**src/sas_defs.vh**
```
`ifndef SAS_DEFS_VH
`define SAS_DEFS_VH

// register byte offsets
`define SAS_OFF_CMD        8'h00
`define SAS_OFF_CFG        8'h04
`define SAS_OFF_IN_EN      8'h10
`define SAS_OFF_IN_DIS     8'h14
`define SAS_OFF_IN_STATE   8'h18
`define SAS_OFF_FLAGS      8'h20
`define SAS_OFF_IRQ_EN     8'h24
`define SAS_OFF_IRQ_DIS    8'h28
`define SAS_OFF_IRQ_MASK   8'h2c
`define SAS_OFF_RESULT0    8'h30
`define SAS_OFF_RESULT1    8'h34
`define SAS_OFF_RESULT2    8'h38
`define SAS_OFF_RESULT3    8'h3c

// control_command fields
`define SAS_CMD_SOFT_RESET 0
`define SAS_CMD_START      1

// operating_config fields
`define SAS_CFG_TRG_EN     0
`define SAS_CFG_TRG_LO     1
`define SAS_CFG_TRG_HI     3
`define SAS_CFG_EIGHT_BIT  4
`define SAS_CFG_SLEEP      5
`define SAS_CFG_DIV_LO     8
`define SAS_CFG_DIV_HI     13
`define SAS_CFG_RESET      14'h0000

// flag_status / irq mask layout
`define SAS_FLG_DONE_LO    0
`define SAS_FLG_DONE_HI    3
`define SAS_FLG_OVR_LO     8
`define SAS_FLG_OVR_HI     11

// trigger source codes
`define SAS_TRG_EXTERNAL   3'h6
`define SAS_TRG_RESERVED   3'h7

// timing
`define SAS_CONV_CYCLES    4'hb
`define SAS_CLK_KHZ        40000
`define SAS_STARTUP_NS     20000
`define SAS_STARTUP_CYC    ((`SAS_STARTUP_NS * `SAS_CLK_KHZ + 999999) / 1000000)

// sequencer states
`define SAS_ST_IDLE        2'h0
`define SAS_ST_WAKE        2'h1
`define SAS_ST_CONV        2'h2

`endif

```
**src/sas_clkdiv.v**
```verilog
`timescale 1ns/1ps
`include "sas_defs.vh"

// converter clock: master clock / (div + 1) / 2, restarted whenever run drops
module sas_clkdiv #(
	parameter DIV_W = 6
) (
	input  wire             clk,
	input  wire             reset_n,
	input  wire             run,
	input  wire [DIV_W-1:0] div,
	output wire             conv_clk,
	output wire             conv_rise
);
	reg [DIV_W-1:0] count_q;
	reg             phase_q;
	wire            wrap;

	assign wrap      = run && (count_q == div);
	assign conv_rise = wrap && !phase_q;
	assign conv_clk  = phase_q;

	always @(posedge clk or negedge reset_n) begin
		if (!reset_n) begin
			count_q <= {DIV_W{1'b0}};
			phase_q <= 1'b0;
		end else if (!run) begin
			count_q <= {DIV_W{1'b0}};
			phase_q <= 1'b0;
		end else if (wrap) begin
			count_q <= {DIV_W{1'b0}};
			phase_q <= ~phase_q;
		end else begin
			count_q <= count_q + {{(DIV_W-1){1'b0}}, 1'b1};
		end
	end
endmodule

```
**src/sas_adc_seq.v**
```verilog
// What this block does
// - each conversion takes eleven converter clock cycles
// - converter clock is master/(divider+1)/2
// - completion stores result and sets done flag
// - reading a result clears its done flag
// - unread result overwritten sets overrun flag
// - ten-bit after reset; eight-bit zeroes top bits
// - start bit begins sequence, clears done flags
// - soft reset bit resets whole block
// - hardware trigger accepted only when enabled
// - source codes: timers 0-5, external, reserved
// - rising edge of selected trigger starts sequence
// - one request converts all enabled inputs once
// - enable/disable registers set or clear inputs
// - sleep keeps core off while idle, wakes
// - result loads only while input is enabled
// - input state register shows enable bits
// - reading status clears overrun flags
// - interrupt when masked done or overrun set
//
// Strobed register access was decided locally.
`timescale 1ns/1ps
`include "sas_defs.vh"

module sas_adc_seq #(
	parameter NUM_IN      = 4,
	parameter DIV_W       = 6,
	parameter DATA_W      = 10,
	parameter STARTUP_CYC = `SAS_STARTUP_CYC
) (
	input  wire              clk,
	input  wire              reset_n,
	input  wire [7:0]        addr,
	input  wire [31:0]       wdata,
	input  wire              wr_en,
	input  wire              rd_en,
	output reg  [31:0]       rdata,
	input  wire [5:0]        timer_wave_output,
	input  wire              external_trigger_0,
	input  wire [DATA_W-1:0] core_result,
	output reg               core_power,
	output reg               core_convert,
	output reg  [1:0]        core_input_sel,
	output wire              core_clk,
	output wire              irq
);
	// register strobes
	wire wr_cmd;
	wire wr_cfg;
	wire wr_in_en;
	wire wr_in_dis;
	wire wr_irq_en;
	wire wr_irq_dis;
	wire rd_flags;
	wire soft_rst;
	wire sw_start;

	assign wr_cmd     = wr_en && (addr == `SAS_OFF_CMD);
	assign wr_cfg     = wr_en && (addr == `SAS_OFF_CFG);
	assign wr_in_en   = wr_en && (addr == `SAS_OFF_IN_EN);
	assign wr_in_dis  = wr_en && (addr == `SAS_OFF_IN_DIS);
	assign wr_irq_en  = wr_en && (addr == `SAS_OFF_IRQ_EN);
	assign wr_irq_dis = wr_en && (addr == `SAS_OFF_IRQ_DIS);
	assign rd_flags   = rd_en && (addr == `SAS_OFF_FLAGS);
	assign soft_rst   = wr_cmd && wdata[`SAS_CMD_SOFT_RESET];
	assign sw_start   = wr_cmd && wdata[`SAS_CMD_START];

	// lowest enabled input at or above a given index
	function [2:0] pick_input;
		input [3:0] en;
		input [2:0] from;
		integer     i;
		reg         found;
		begin
			found      = 1'b0;
			pick_input = 3'h4;
			for (i = 0; i < 4; i = i + 1) begin
				if (!found && en[i] && (i >= from)) begin
					found      = 1'b1;
					pick_input = i[2:0];
				end
			end
		end
	endfunction

	// result read strobe for one input
	function rd_result;
		input [7:0] a;
		input       rd;
		input [1:0] n;
		begin
			rd_result = rd && (a == (`SAS_OFF_RESULT0 + {4'h0, n, 2'h0}));
		end
	endfunction

	// configuration
	reg  [13:0]       cfg_q;
	reg  [3:0]        in_en_q;
	reg  [11:0]       mask_q;
	wire              trg_en;
	wire [2:0]        trg_src;
	wire              eight_bit;
	wire              sleep;
	wire [DIV_W-1:0]  div;

	assign trg_en    = cfg_q[`SAS_CFG_TRG_EN];
	assign trg_src   = cfg_q[`SAS_CFG_TRG_HI:`SAS_CFG_TRG_LO];
	assign eight_bit = cfg_q[`SAS_CFG_EIGHT_BIT];
	assign sleep     = cfg_q[`SAS_CFG_SLEEP];
	assign div       = cfg_q[`SAS_CFG_DIV_HI:`SAS_CFG_DIV_LO];

	always @(posedge clk or negedge reset_n) begin
		if (!reset_n) begin
			cfg_q   <= `SAS_CFG_RESET;
			in_en_q <= 4'h0;
			mask_q  <= 12'h000;
		end else if (soft_rst) begin
			cfg_q   <= `SAS_CFG_RESET;
			in_en_q <= 4'h0;
			mask_q  <= 12'h000;
		end else begin
			if (wr_cfg)
				cfg_q <= wdata[13:0];
			if (wr_in_en)
				in_en_q <= in_en_q | wdata[3:0];
			if (wr_in_dis)
				in_en_q <= in_en_q & ~wdata[3:0];
			if (wr_irq_en)
				mask_q <= mask_q | wdata[11:0];
			if (wr_irq_dis)
				mask_q <= mask_q & ~wdata[11:0];
		end
	end

	// hardware trigger selection and edge detection
	reg  trg_sel_sig;
	reg  trg_prev_q;
	wire hw_start;

	always @* begin
		if (trg_src == `SAS_TRG_EXTERNAL) begin
			trg_sel_sig = external_trigger_0;
		end else if (trg_src == `SAS_TRG_RESERVED) begin
			trg_sel_sig = 1'b0;
		end else begin
			trg_sel_sig = timer_wave_output[trg_src];
		end
	end

	// edge taken against last cycle's level, so switch sources only while both are low
	always @(posedge clk or negedge reset_n) begin
		if (!reset_n)
			trg_prev_q <= 1'b0;
		else if (soft_rst)
			trg_prev_q <= 1'b0;
		else
			trg_prev_q <= trg_sel_sig;
	end

	assign hw_start = trg_en && trg_sel_sig && !trg_prev_q;

	// sequencer
	reg  [1:0]  state_q;
	reg  [1:0]  chan_q;
	reg  [3:0]  cyc_q;
	reg  [15:0] wake_q;
	wire        start_req;
	wire        conv_rise;
	wire        conv_end;
	wire [2:0]  first_in;
	wire [2:0]  next_in;

	// first converter rise comes half a period after the start, later ones a full period apart
	assign start_req = sw_start || hw_start;
	assign first_in  = pick_input(in_en_q, 3'h0);
	assign next_in   = pick_input(in_en_q, {1'b0, chan_q} + 3'h1);
	assign conv_end  = (state_q == `SAS_ST_CONV) && conv_rise &&
	                   (cyc_q == `SAS_CONV_CYCLES - 4'h1);

	sas_clkdiv #(
		.DIV_W (DIV_W)
	) u_div (
		.clk       (clk),
		.reset_n   (reset_n),
		.run       (state_q == `SAS_ST_CONV),
		.div       (div),
		.conv_clk  (core_clk),
		.conv_rise (conv_rise)
	);

	always @(posedge clk or negedge reset_n) begin
		if (!reset_n) begin
			state_q <= `SAS_ST_IDLE;
			chan_q  <= 2'h0;
			cyc_q   <= 4'h0;
			wake_q  <= 16'h0000;
		end else if (soft_rst) begin
			state_q <= `SAS_ST_IDLE;
			chan_q  <= 2'h0;
			cyc_q   <= 4'h0;
			wake_q  <= 16'h0000;
		end else begin
			case (state_q)
			`SAS_ST_IDLE: begin
				cyc_q <= 4'h0;
				// a start outside idle is dropped; a software start still clears the done flags
				if (start_req && !first_in[2]) begin
					chan_q <= first_in[1:0];
					if (sleep) begin
						wake_q  <= 16'h0000;
						state_q <= `SAS_ST_WAKE;
					end else begin
						state_q <= `SAS_ST_CONV;
					end
				end
			end
			`SAS_ST_WAKE: begin
				if (wake_q == STARTUP_CYC[15:0] - 16'h0001)
					state_q <= `SAS_ST_CONV;
				else
					wake_q <= wake_q + 16'h0001;
			end
			`SAS_ST_CONV: begin
				if (conv_rise) begin
					if (conv_end) begin
						cyc_q <= 4'h0;
						if (next_in[2]) begin
							state_q <= `SAS_ST_IDLE;
						end else begin
							// stay converting; the divider runs on into the next input
							chan_q  <= next_in[1:0];
							state_q <= `SAS_ST_CONV;
						end
					end else begin
						cyc_q <= cyc_q + 4'h1;
					end
				end
			end
			default: begin
				state_q <= `SAS_ST_IDLE;
			end
			endcase
		end
	end

	// analogue core controls
	always @(posedge clk or negedge reset_n) begin
		if (!reset_n) begin
			core_power     <= 1'b0;
			core_convert   <= 1'b0;
			core_input_sel <= 2'h0;
		end else begin
			core_power     <= !soft_rst && (!sleep || (state_q != `SAS_ST_IDLE));
			core_convert   <= !soft_rst && (state_q == `SAS_ST_CONV) && !conv_end;
			core_input_sel <= chan_q;
		end
	end

	// results and flags
	reg  [DATA_W-1:0] result_q [0:NUM_IN-1];
	reg  [3:0]        done_q;
	reg  [3:0]        ovr_q;
	reg  [3:0]        rd_res;
	reg  [3:0]        unread_q;
	wire [DATA_W-1:0] conv_val;
	integer           k;
	integer           j;

	assign conv_val = eight_bit ? {2'h0, core_result[7:0]} : core_result;

	always @* begin
		for (k = 0; k < NUM_IN; k = k + 1)
			rd_res[k] = rd_result(addr, rd_en, k[1:0]);
	end

	always @(posedge clk or negedge reset_n) begin
		if (!reset_n) begin
			done_q   <= 4'h0;
			ovr_q    <= 4'h0;
			unread_q <= 4'h0;
			for (j = 0; j < NUM_IN; j = j + 1)
				result_q[j] <= {DATA_W{1'b0}};
		end else if (soft_rst) begin
			done_q   <= 4'h0;
			ovr_q    <= 4'h0;
			unread_q <= 4'h0;
			for (j = 0; j < NUM_IN; j = j + 1)
				result_q[j] <= {DATA_W{1'b0}};
		end else begin
			for (j = 0; j < NUM_IN; j = j + 1) begin
				if (conv_end && (chan_q == j[1:0]) && in_en_q[j]) begin
					result_q[j] <= conv_val;
					done_q[j]   <= 1'b1;
					unread_q[j] <= 1'b1;
					// a start clears done but not unread, so skipped results still overrun
					if (unread_q[j] && !rd_res[j])
						ovr_q[j] <= 1'b1;
					else if (rd_flags)
						ovr_q[j] <= 1'b0;
				end else begin
					if (sw_start || rd_res[j])
						done_q[j] <= 1'b0;
					if (rd_res[j])
						unread_q[j] <= 1'b0;
					if (rd_flags)
						ovr_q[j] <= 1'b0;
				end
			end
		end
	end

	// interrupt from masked flags
	wire [11:0] flags;

	assign flags = {ovr_q, 4'h0, done_q};
	assign irq   = |(flags & mask_q);

	// read data, one cycle after the read strobe
	reg [31:0] rd_mux;

	always @* begin
		case (addr)
		`SAS_OFF_CFG:      rd_mux = {18'h00000, cfg_q};
		`SAS_OFF_IN_STATE: rd_mux = {28'h0000000, in_en_q};
		`SAS_OFF_FLAGS:    rd_mux = {20'h00000, flags};
		`SAS_OFF_IRQ_MASK: rd_mux = {20'h00000, mask_q};
		`SAS_OFF_RESULT0:  rd_mux = {22'h000000, result_q[0]};
		`SAS_OFF_RESULT1:  rd_mux = {22'h000000, result_q[1]};
		`SAS_OFF_RESULT2:  rd_mux = {22'h000000, result_q[2]};
		`SAS_OFF_RESULT3:  rd_mux = {22'h000000, result_q[3]};
		default:           rd_mux = 32'h00000000;
		endcase
	end

	always @(posedge clk or negedge reset_n) begin
		if (!reset_n)
			rdata <= 32'h00000000;
		else if (rd_en)
			rdata <= rd_mux;
		else
			rdata <= 32'h00000000;
	end
endmodule

```
**config.mk**
```make
export PLATFORM = sky130hd
export DESIGN_NAME = sas_adc_seq
export DESIGN_NICKNAME = d
export VERILOG_FILES = /design/src/sas_clkdiv.v /design/src/sas_adc_seq.v
export VERILOG_INCLUDE_DIRS = /design/src
export SDC_FILE = /design/constraint.sdc
export NUM_CORES = 1
export LEC_CHECK = 0
export ABC_AREA = 0
export BUFFER_PORTS_ARGS = -buffer_cell sky130_fd_sc_hd__buf_2
export CORE_MARGIN = 2
export CORE_UTILIZATION = 40
export DETAILED_ROUTE_END_ITERATION = 7
export HOLD_SLACK_MARGIN = 0.12
export PLACE_DENSITY_LB_ADDON = 0.25
export RECOVER_POWER = 50
export SYNTH_ARGS = -nofsm -noshare
export SYNTH_HDL_FRONTEND = slang
export SYNTH_SLANG_ARGS = --single-unit
```
**constraint.sdc**
```tcl
create_clock -name clk -period 2.6 [get_ports clk]
set_input_delay 0.52 -clock clk [delete_from_list [all_inputs] [get_ports clk]]
set_output_delay 0.52 -clock clk [all_outputs]
set_load 0.01 [all_outputs]
```
==> results of run 1 <==
[worst max path at each step]
stage                   endpoint        from  cells past startpoint  slack, ns
detailed placement     wake_q[8]     addr[1]                      7      -0.31
global placement       wake_q[3]     addr[5]                      7      -0.20
floorplan           result_q[33]  state_q[0]                      7       0.28
finish              result_q[35]    cyc_q[0]                      9       0.18
CTS                 result_q[37]    cyc_q[0]                      9       0.17
global route        result_q[30]    cyc_q[0]                      9       0.08
[layout make-up]
class | count | area (um^2) | area share, %
flip-flops and latches | 132 | 3300 | 42.1
multi-input cells | 488 | 2980 | 37.9
repair buffers | 98 | 647 | 8.25
clock buffers | 18 | 439 | 5.60
well taps | 216 | 270 | 3.45
clock inverters | 14 | 166 | 2.12
inverters | 11 | 41.3 | 0.526
[flip-flops by register name, summed over array words and instances, names as in the netlist]
register,flops
ovr_q,4
unread_q,4
rdata,14
u_div.conv_clk,1
chan_q,2
state_q,2
done_q,4
u_div.count_q,6
core_power,1
mask_q,12
cfg_q,14
trg_prev_q,1
result_q,40
core_input_sel,2
cyc_q,4
in_en_q,4
wake_q,16
core_convert,1
[synthesized netlist by cell type (6+ instances only)]
master | count | share of area [%]
a211oi_1 | 14 | 1.6
a21oi_1 | 46 | 3.5
a221oi_1 | 7 | 0.93
a222oi_1 | 6 | 0.91
a22o_1 | 6 | 0.80
a22oi_1 | 24 | 2.7
a31oi_1 | 21 | 2.0
and3_1 | 8 | 0.76
buf_4 | 20 | 2.3
clkbuf_1 | 23 | 1.3
dfrtp_1 | 132 | 50
inv_1 | 10 | 0.57
mux2i_1 | 48 | 7.3
nand2_1 | 56 | 3.2
nand2b_1 | 7 | 0.67
nand3_1 | 34 | 2.6
nand4_1 | 7 | 0.67
nor2_1 | 95 | 5.4
o21ai_0 | 10 | 0.76
xnor2_1 | 8 | 1.1
[layer usage]
metal | vias up | global-route usage (%)
met4 | 0 | 7.85
met3 | 24 | 5.61
met1 | 2713 | 28.8
li1 | 2550 | -
met5 | - | 0
met2 | 215 | 32.7
[what timing repair did]
item                       4_1_cts  5_1_grt
hold buffers                     1        0
setup endpoints to repair       15        0
gates resized for setup          1        0
hold endpoints to repair        18        0
[cells by family (layout without fill, tap and decap cells)]
kind of cell               Yosys count  after routing  synth area share, %
and+or+nand+nor                    249            249                 18.3
buffers and inverters               68            141                 5.39
xor gates and xnor gates            11             11                 1.47
AOI/OAI and AO/OA                  156            156                 16.0
adders and majority gates            4              4                0.762
muxes                               50             50                 7.66
other                                1             18               0.0571
DFF                                132            132                 50.3
[power by group]
part	total (mW)	leakage (nW)	internal, mW	switching (mW)
Sequential	2.38	1.80	2.21	0.169
Combinational	0.793	1.35	0.321	0.472
Clock	2.46	0.288	1.47	0.997
[critical path, delay by kind of cell (launching register included)]
family                     cells  cell delay [ns]
adders and majority gates      1             0.14
buffers and inverters          2             0.30
DFF                            1             0.40
muxes                          1             0.21
and+or+nand+nor                5             1.22
==> metrics.yaml, run 1 <==
rr_startpoint: "cyc_q[0]"
critPathLaunchType: "register"
min_period_over_period_pct: 93.2
fmax_ghz: 0.413
portBuffers: 62
p_leak_nw: 3.44
via_count: 5502
post-route-util_pct: 49.2
synth_cell_types: 64
root_buffer: "clkbuf_16"
coreArea_mm2: 0.0159
finalSetupViolations: 0
max_stage_delay_ns: 0.46
place_ws_ns: -0.307
via_per_inst: 5.63
route.detailed.drc: 0
violations: "max-capacitance violations, max-slew violations"
r2r-end: "result_q[35]"
hold_slack_ns: 0.309
die_area_mm2: 0.0175
path_clk_slew_ns: 0.06
rr_worst_depth: 9
ys_warn_count: 0
fp.dieW_um: 132
status: "finished with violations"
cts.sinks: 132
io_pins: 99
rrSetupSlack_ns: 0.18
worst-endpoint-arrival_ns: 2.71
firstDrtPassIters: 5
slew_headroom_pct: -12.0
yosys_most_used_dff: "dfrtp_1"
syn_inst: 671
drt_iter0_markers: 526
grt_pass1_vias: 5365
fin_area_mm2: 0.00784
yosysSeqAreaShare_pct: 50.3
hold_viol: 0
layout_commonest_cell: "dfrtp_1"
dp.cells: 944
final_cell_mix: "dfrtp_1 (132), nor2_1 (95), nand2_1 (56)"
wl_met2_um: 8340
final-max-slew-violation-count: 62
ys_ff_latch: 132
fin_setup_tns_ns: 0
period_needed_ns: 2.42
wl_um: 18000
layout-drive-gt1-share_pct: 18.4
synth_edf_count: 0
antenna_found_initial: 0
cp.required_ns: 2.89
cts_buffers: 17
clock_latency_ns: 0.43
cts.path.max_buffers: 2
peakVddDrop_mv: 0.467
met3_length_um: 1220
rows: 46
n_antenna_cell: 0
crit_fanout: 13
min_path_type: "input pin to register"
fillers: 1491
cp_slowest_cell: "or4_1"
fin_ws_ns: 0.177
p_per_area_mw_per_mm2: 719
fp.dieH_um: 132
cp_cell_sequence: "inv_1 > ha_1 > nand2_1 > or4_1 > or3_4 > nor4b_4 > buf_12 > mux2i_1 > nor2_1"
power_mw: 5.64
cts_tree: "built"
fin_cells: 977
grt_max_degree: 64
hold_depth: 2
antenna_left: 0
grt_overflow: 0
place_congestion: 0.874
min_from: "wdata[5]"
synth_area_mm2: 0.00657
drv_cap: 1
nNetsFinal: 813
syn_to_final_growth_pct: 19.5
synth-async-reset-ratio_pct: 100
htree_levels: 4
grt_pass1_wl_um: 28800
cp-end-kind: "register"
tightest_slew_ns: 1.68
dpl_cell_area_mm2: 0.00724
rsz0062_at_grt: "false"
initial_core_util_pct: 41.2
whs_endpoint: "mask_q[5]"
maxUsedRoutingLayer: "met4"
clock_skew_ns: 0.00724
wl_met1_um: 8120
wl_per_cell_um: 18.4
avgSynthCellArea_um2: 9.78
crit_type: "register to register"
cts_setup_buffers: 0
grt_usage_pct: 21.2
dp_hpwl_um: 12500
No activity file was read; power rests on OpenSTA's default activity.
==> run 2, diff against run 1 <==
CELL_PAD_IN_SITES_DETAIL_PLACEMENT = 1   (was unset)
CELL_PAD_IN_SITES_GLOBAL_PLACEMENT = 1   (was unset)
==> run 2 against run 1 <==
Die area unchanged. Fmax decreased by 0.35%. Cell count increased by 0.82%. Largest cell class unchanged. The run now ends clean. Cell area increased by 1.5%.
==> metrics.yaml, run 2 (synthesis results as in run 1) <==
status: "completed"
grt_pass1_wl_um: 32800
coreArea_mm2: 0.0159
nNetsFinal: 821
wl_per_cell_um: 20.8
cp_cell_sequence: "inv_1 > ha_1 > nand2_1 > or4_1 > or3_4 > nor4b_4 > buf_12 > mux2i_1 > nor2_1"
hold_viol: 0
min_path_type: "input pin to register"
grt_usage_pct: 24.1
crit_type: "register to register"
slew_headroom_pct: 0.724
place_congestion: 0.842
portBuffers: 62
dp.cells: 952
max_stage_delay_ns: 0.45
critPathLaunchType: "register"
worst-path-buf-inv: 2
cts.path.max_buffers: 2
seq_area_mm2: 0.00330
grt_overflow: 0
cp_slowest_cell: "or4_1"
grt_pass1_vias: 6006
initial_core_util_pct: 41.2
p_per_area_mw_per_mm2: 744
fp.dieH_um: 132
cp-end-kind: "register"
firstDrtPassIters: 7
largest_reg_flops: 40
drv_cap: 0
root_buffer: "clkbuf_16"
io_pins: 99
fillers: 1825
rsz0062_at_grt: "false"
cp_top_family: "simple AND/OR/NAND/NOR gates"
fin_cells: 985
grt_max_degree: 59
cts.sinks: 132
cts_tree: "built"
drt_iter0_markers: 497
finalSetupViolations: 0
syn_to_final_growth_pct: 21.2
rows: 46
clock_skew_ns: 0.00595
via_per_inst: 5.79
top_regs: "result_q (40), wake_q (16)"
via_count: 5702
wl_um: 20400
layout-drive-gt1-share_pct: 19.2
cp.required_ns: 2.90
route.detailed.drc: 0
p_leak_nw: 3.49
period_needed_ns: 2.43
peakVddDrop_mv: 0.532
path_clk_slew_ns: 0.06
antenna_found_initial: 0
fmax_ghz: 0.411
layout_commonest_cell: "dfrtp_1"
clock_latency_ns: 0.43
min_period_over_period_pct: 93.5
n_antenna_cell: 0
die_area_mm2: 0.0175
multi_input_area_mm2: 0.00298
crit_fanout: 13
final-max-slew-violation-count: 0
fp.dieW_um: 132
antenna_left: 0
hold_slack_ns: 0.301
htree_levels: 4
dp_hpwl_um: 13900
worst-endpoint-arrival_ns: 2.73
cts_buffers: 17
top_register: "result_q"
final_cell_mix: "dfrtp_1 (132), nor2_1 (95), nand2_1 (56)"
tightest_slew_ns: 1.49
==> run 2: changes by cell type in the layout (fill, tap and decap cells not counted), moves of 2 or more <==
cell	delta
bufinv_16	+2
clkinv_4	-2
buf_4	+7
clkbuf_2	+2
inv_6	-3
inv_8	-2
clkbuf_8	+4
==> run 2: where the power goes <==
group	internal [mW]	switching, mW	leakage [nW]	total, mW
Clock	1.74	0.934	0.312	2.67
Combinational	0.344	0.512	1.38	0.857
Sequential	2.21	0.179	1.80	2.39
Total	4.30	1.62	3.49	5.92
==> run 2: routing by layer <==
layer  routed length, um  GRT usage, %  vias to the layer above
met5                   0             0                        -
met4                 501          9.78                        0
met3                 979          4.65                       37
met2               10000          39.5                      172
met1                8950          31.5                     2928
li1                    -             -                     2565
==> run 2: area by class of cell <==
class | count | share of cell area [%]
multi-input combinational | 488 | 37.5
inverter | 11 | 0.519
clock buffer | 22 | 6.21
tap | 216 | 3.40
clock inverter | 10 | 2.11
sequential | 132 | 41.5
timing repair buffer | 106 | 8.80
==> run 2: metrics by stage <==
step / power, mW / util [%] / cell area (um^2) / setup WS [ns] / setup TNS [ns]
floorplan: 2.91 / - / 6630 / 0.279 / 0
CTS: 5.95 / 50.0 / 7980 / 0.196 / 0
detailed placement: 3.27 / 45.8 / 7300 / -0.320 / -4.44
finish: 5.92 / 49.9 / 7960 / 0.169 / 0
global route: 6.16 / 49.9 / 7960 / 0.0208 / 0
global placement: 3.21 / 45.8 / 7300 / -0.286 / -4.23
==> run 2: final timing paths <==
kind	slack (ns)	end	cells after the start	from
max in group asynchronous	0.39	rdata[9]	3	reset_n
max	0.17	result_q[33]	9	cyc_q[0]
min in group asynchronous	1.00	wake_q[10]	2	reset_n
min reg2reg	0.50	wake_q[8]	1	wake_q[8]
max reg2reg	0.17	result_q[33]	9	cyc_q[0]
min	0.30	mask_q[6]	2	wdata[6]
==> run 2: what timing repair did <==
item | 4_1_cts | 5_1_grt
hold buffers | 1 | 0
endpoints found under the hold margin | 55 | 0
buffers inserted | 0 | 0
resized for setup | 1 | 1
setup endpoints to repair | 15 | 2
==> run 3, diff against run 2 <==
CORE_UTILIZATION = 48   (was 40)
SYNTH_HIERARCHICAL = 1   (was unset)
clock period = 2.9 ns   (was 2.6 ns; I/O delays follow)
==> run 3 against run 2 <==
The flow now finishes with violations (max-capacitance violations, max-slew violations). Critical path depth stayed put. Via count increased by 3.0%. Clock-buffer cell count down 5. Fmax shrank 11%. Highest routed layer unchanged.
==> metrics.yaml, run 3 <==
status: "finished with violations"
violations: "max-capacitance violations, max-slew violations"
fin_setup_tns_ns: 0
wl_per_cell_um: 21.7
fmax_ghz: 0.366
dpl_cell_area_mm2: 0.00740
cts_setup_buffers: 0
cp_slowest_cell: "dfrtp_1"
power_mw: 5.32
worst-path-buf-inv: 2
layout_commonest_cell: "dfrtp_1"
final-max-slew-violation-count: 63
drt_iter0_markers: 398
grt_usage_pct: 29.1
synth_top_area_share_pct: 48.3
grt_pass1_wl_um: 33600
synthTopCellsByCount: "dfrtp_1 (132), nor2_1 (82), nand2_1 (79)"
slew_headroom_pct: -8.33
wl_um: 20900
rr_startpoint: "cfg_q[8]"
whs_endpoint: "mask_q[6]"
cp_top_family: "simple AND/OR/NAND/NOR gates"
io_pins: 99
via_count: 5874
top_regs: "result_q (40), wake_q (16)"
cpMostUsedCell: "buf_4"
via_per_inst: 6.09
coreArea_mm2: 0.0139
fin_area_mm2: 0.00795
post-synth-top-count-cell: "dfrtp_1"
rows: 43
syn_inst: 701
tightest_slew_ns: 1.62
fp.dieH_um: 123
top_register: "result_q"
initial_core_util_pct: 49.3
antenna_left: 0
nNetsFinal: 836
fp.dieW_um: 123
n_antenna_cell: 0
critPathLaunchType: "register"
yosysSeqAreaShare_pct: 48.3
min_period_over_period_pct: 94.2
p_leak_nw: 3.51
largest_reg_flops: 40
peakVddDrop_mv: 0.388
yosys_most_used_dff: "dfrtp_1"
min_from: "wdata[6]"
portBuffers: 62
htree_levels: 4
antenna_found_initial: 0
cts_tree: "built"
hold_buffers: 0
cp.required_ns: 3.21
synth_edf_count: 0
dp_hpwl_um: 14600
min_path_type: "input pin to register"
clock_latency_ns: 0.43
cts_buffers: 17
synth_cell_types: 70
cp_cell_sequence: "xnor2_1 > nand4_1 > nor4b_2 > nand4b_2 > buf_4 > nor4_4 > buf_4 > mux2i_1 > nor2_1"
crit_fanout: 6
rr_worst_depth: 9
avgSynthCellArea_um2: 9.76
cp-end-kind: "register"
max_stage_delay_ns: 0.46
r2r-end: "result_q[19]"
synth_area_mm2: 0.00684
firstDrtPassIters: 5
ys_ff_latch: 132
rsz0062_at_grt: "false"
ys_warn_count: 6
final_cell_mix: "dfrtp_1 (132), nor2_1 (82), nand2_1 (79)"
grt_max_degree: 63
ctsResizeCount: 0
hold_viol: 0
root_buffer: "clkbuf_16"
rrSetupSlack_ns: 0.17
clock_skew_ns: 0.00882
drv_cap: 1
crit_type: "register to register"
route.detailed.drc: 0
worst-endpoint-arrival_ns: 3.05
synthTopCellsByArea: "dfrtp_1 (48%), mux2i_1 (7.0%), nor2_1 (4.5%)"
synth-async-reset-ratio_pct: 100
cts.path.max_buffers: 2
grt_overflow: 0
path_clk_slew_ns: 0.06
crit_path_start: "cfg_q[8]"
layout-drive-gt1-share_pct: 17.3
place_congestion: 0.849
hold_depth: 2
cts.sinks: 132
p_per_area_mw_per_mm2: 669
die_area_mm2: 0.0152
syn_to_final_growth_pct: 16.1
finalSetupViolations: 0
synth_area_leader_cell: "dfrtp_1"
grt_pass1_vias: 6365
period_needed_ns: 2.73
==> run 3: cell types whose count changed in the layout (fill, tap and decap cells not counted), sizes merged, moves of 6 or more <==
| cell | previous run | this run |
|---|---|---|
| a21oi | 46 | 54 |
| a22o | 6 | 0 |
| a22oi | 24 | 16 |
| a31oi | 21 | 6 |
| buf | 94 | 78 |
| nand2 | 56 | 79 |
| nand3 | 34 | 22 |
| nor2 | 95 | 85 |
| o21ai | 11 | 30 |
| o31a | 0 | 8 |
==> run 3: cells by family (layout without fill, tap and decap cells) <==
logic type	count (synthesis)	in the layout	share of synthesized area [%]
AND/OR/NAND/NOR	260	260	19.6
AO/OA/AOI/OAI	175	175	17.4
flip-flops	132	132	48.3
buffers and inverters	69	135	5.36
multiplexers	48	48	7.02
XOR/XNOR	12	12	1.54
adder cells (fa/ha/maj)	4	4	0.732
other	1	18	0.0548
==> run 3: worst max path at each step <==
stage | end | slack (ns) | cells past startpoint
CTS | result_q[19] | 0.19 | 9
global route | result_q[17] | 0.05 | 9
global placement | wake_q[15] | 0.38 | 6
detailed placement | result_q[19] | 0.28 | 9
floorplan | result_q[9] | 0.29 | 10
finish | result_q[19] | 0.17 | 9
==> run 3: cell type report <==
cell class | instances | area [um^2]
Clock buffer | 17 | 425
Clock inverter | 15 | 159
Fill cell | 1572 | 5940
Inverter | 13 | 48.8
Multi-Input combinational cell | 517 | 3240
Sequential cell | 132 | 3300
Tap cell | 180 | 225
Timing Repair Buffer | 90 | 539
==> run 3: layer usage <==
| metal | vias to the layer above | routed length, um | GRT usage, % |
|---|---|---|---|
| li1 | 2661 | - | - |
| met1 | 2996 | 8700 | 35.8 |
| met2 | 169 | 10500 | 48.9 |
| met3 | 48 | 949 | 6.18 |
| met4 | 0 | 686 | 13.8 |
| met5 | - | 0 | 0 |
==> run 3: through the flow <==
step | utilization, % | setup WS, ns | hold WS (ns) | cells
after floorplan | - | 0.291 | 0.284 | 718
after global placement | 53.3 | 0.382 | 0.498 | 932
after detailed placement | 53.3 | 0.283 | 0.520 | 932
after CTS | 57.5 | 0.190 | 0.154 | 964
after global routing | 57.2 | 0.0529 | 0.343 | 964
final | 57.2 | 0.168 | 0.353 | 964
==> run 3: report_power, final <==
part,internal [mW],total (mW),switching [mW]
Combinational,0.322,0.830,0.508
Sequential,2.06,2.36,0.301
Clock,1.27,2.12,0.855
Total,3.65,5.32,1.66
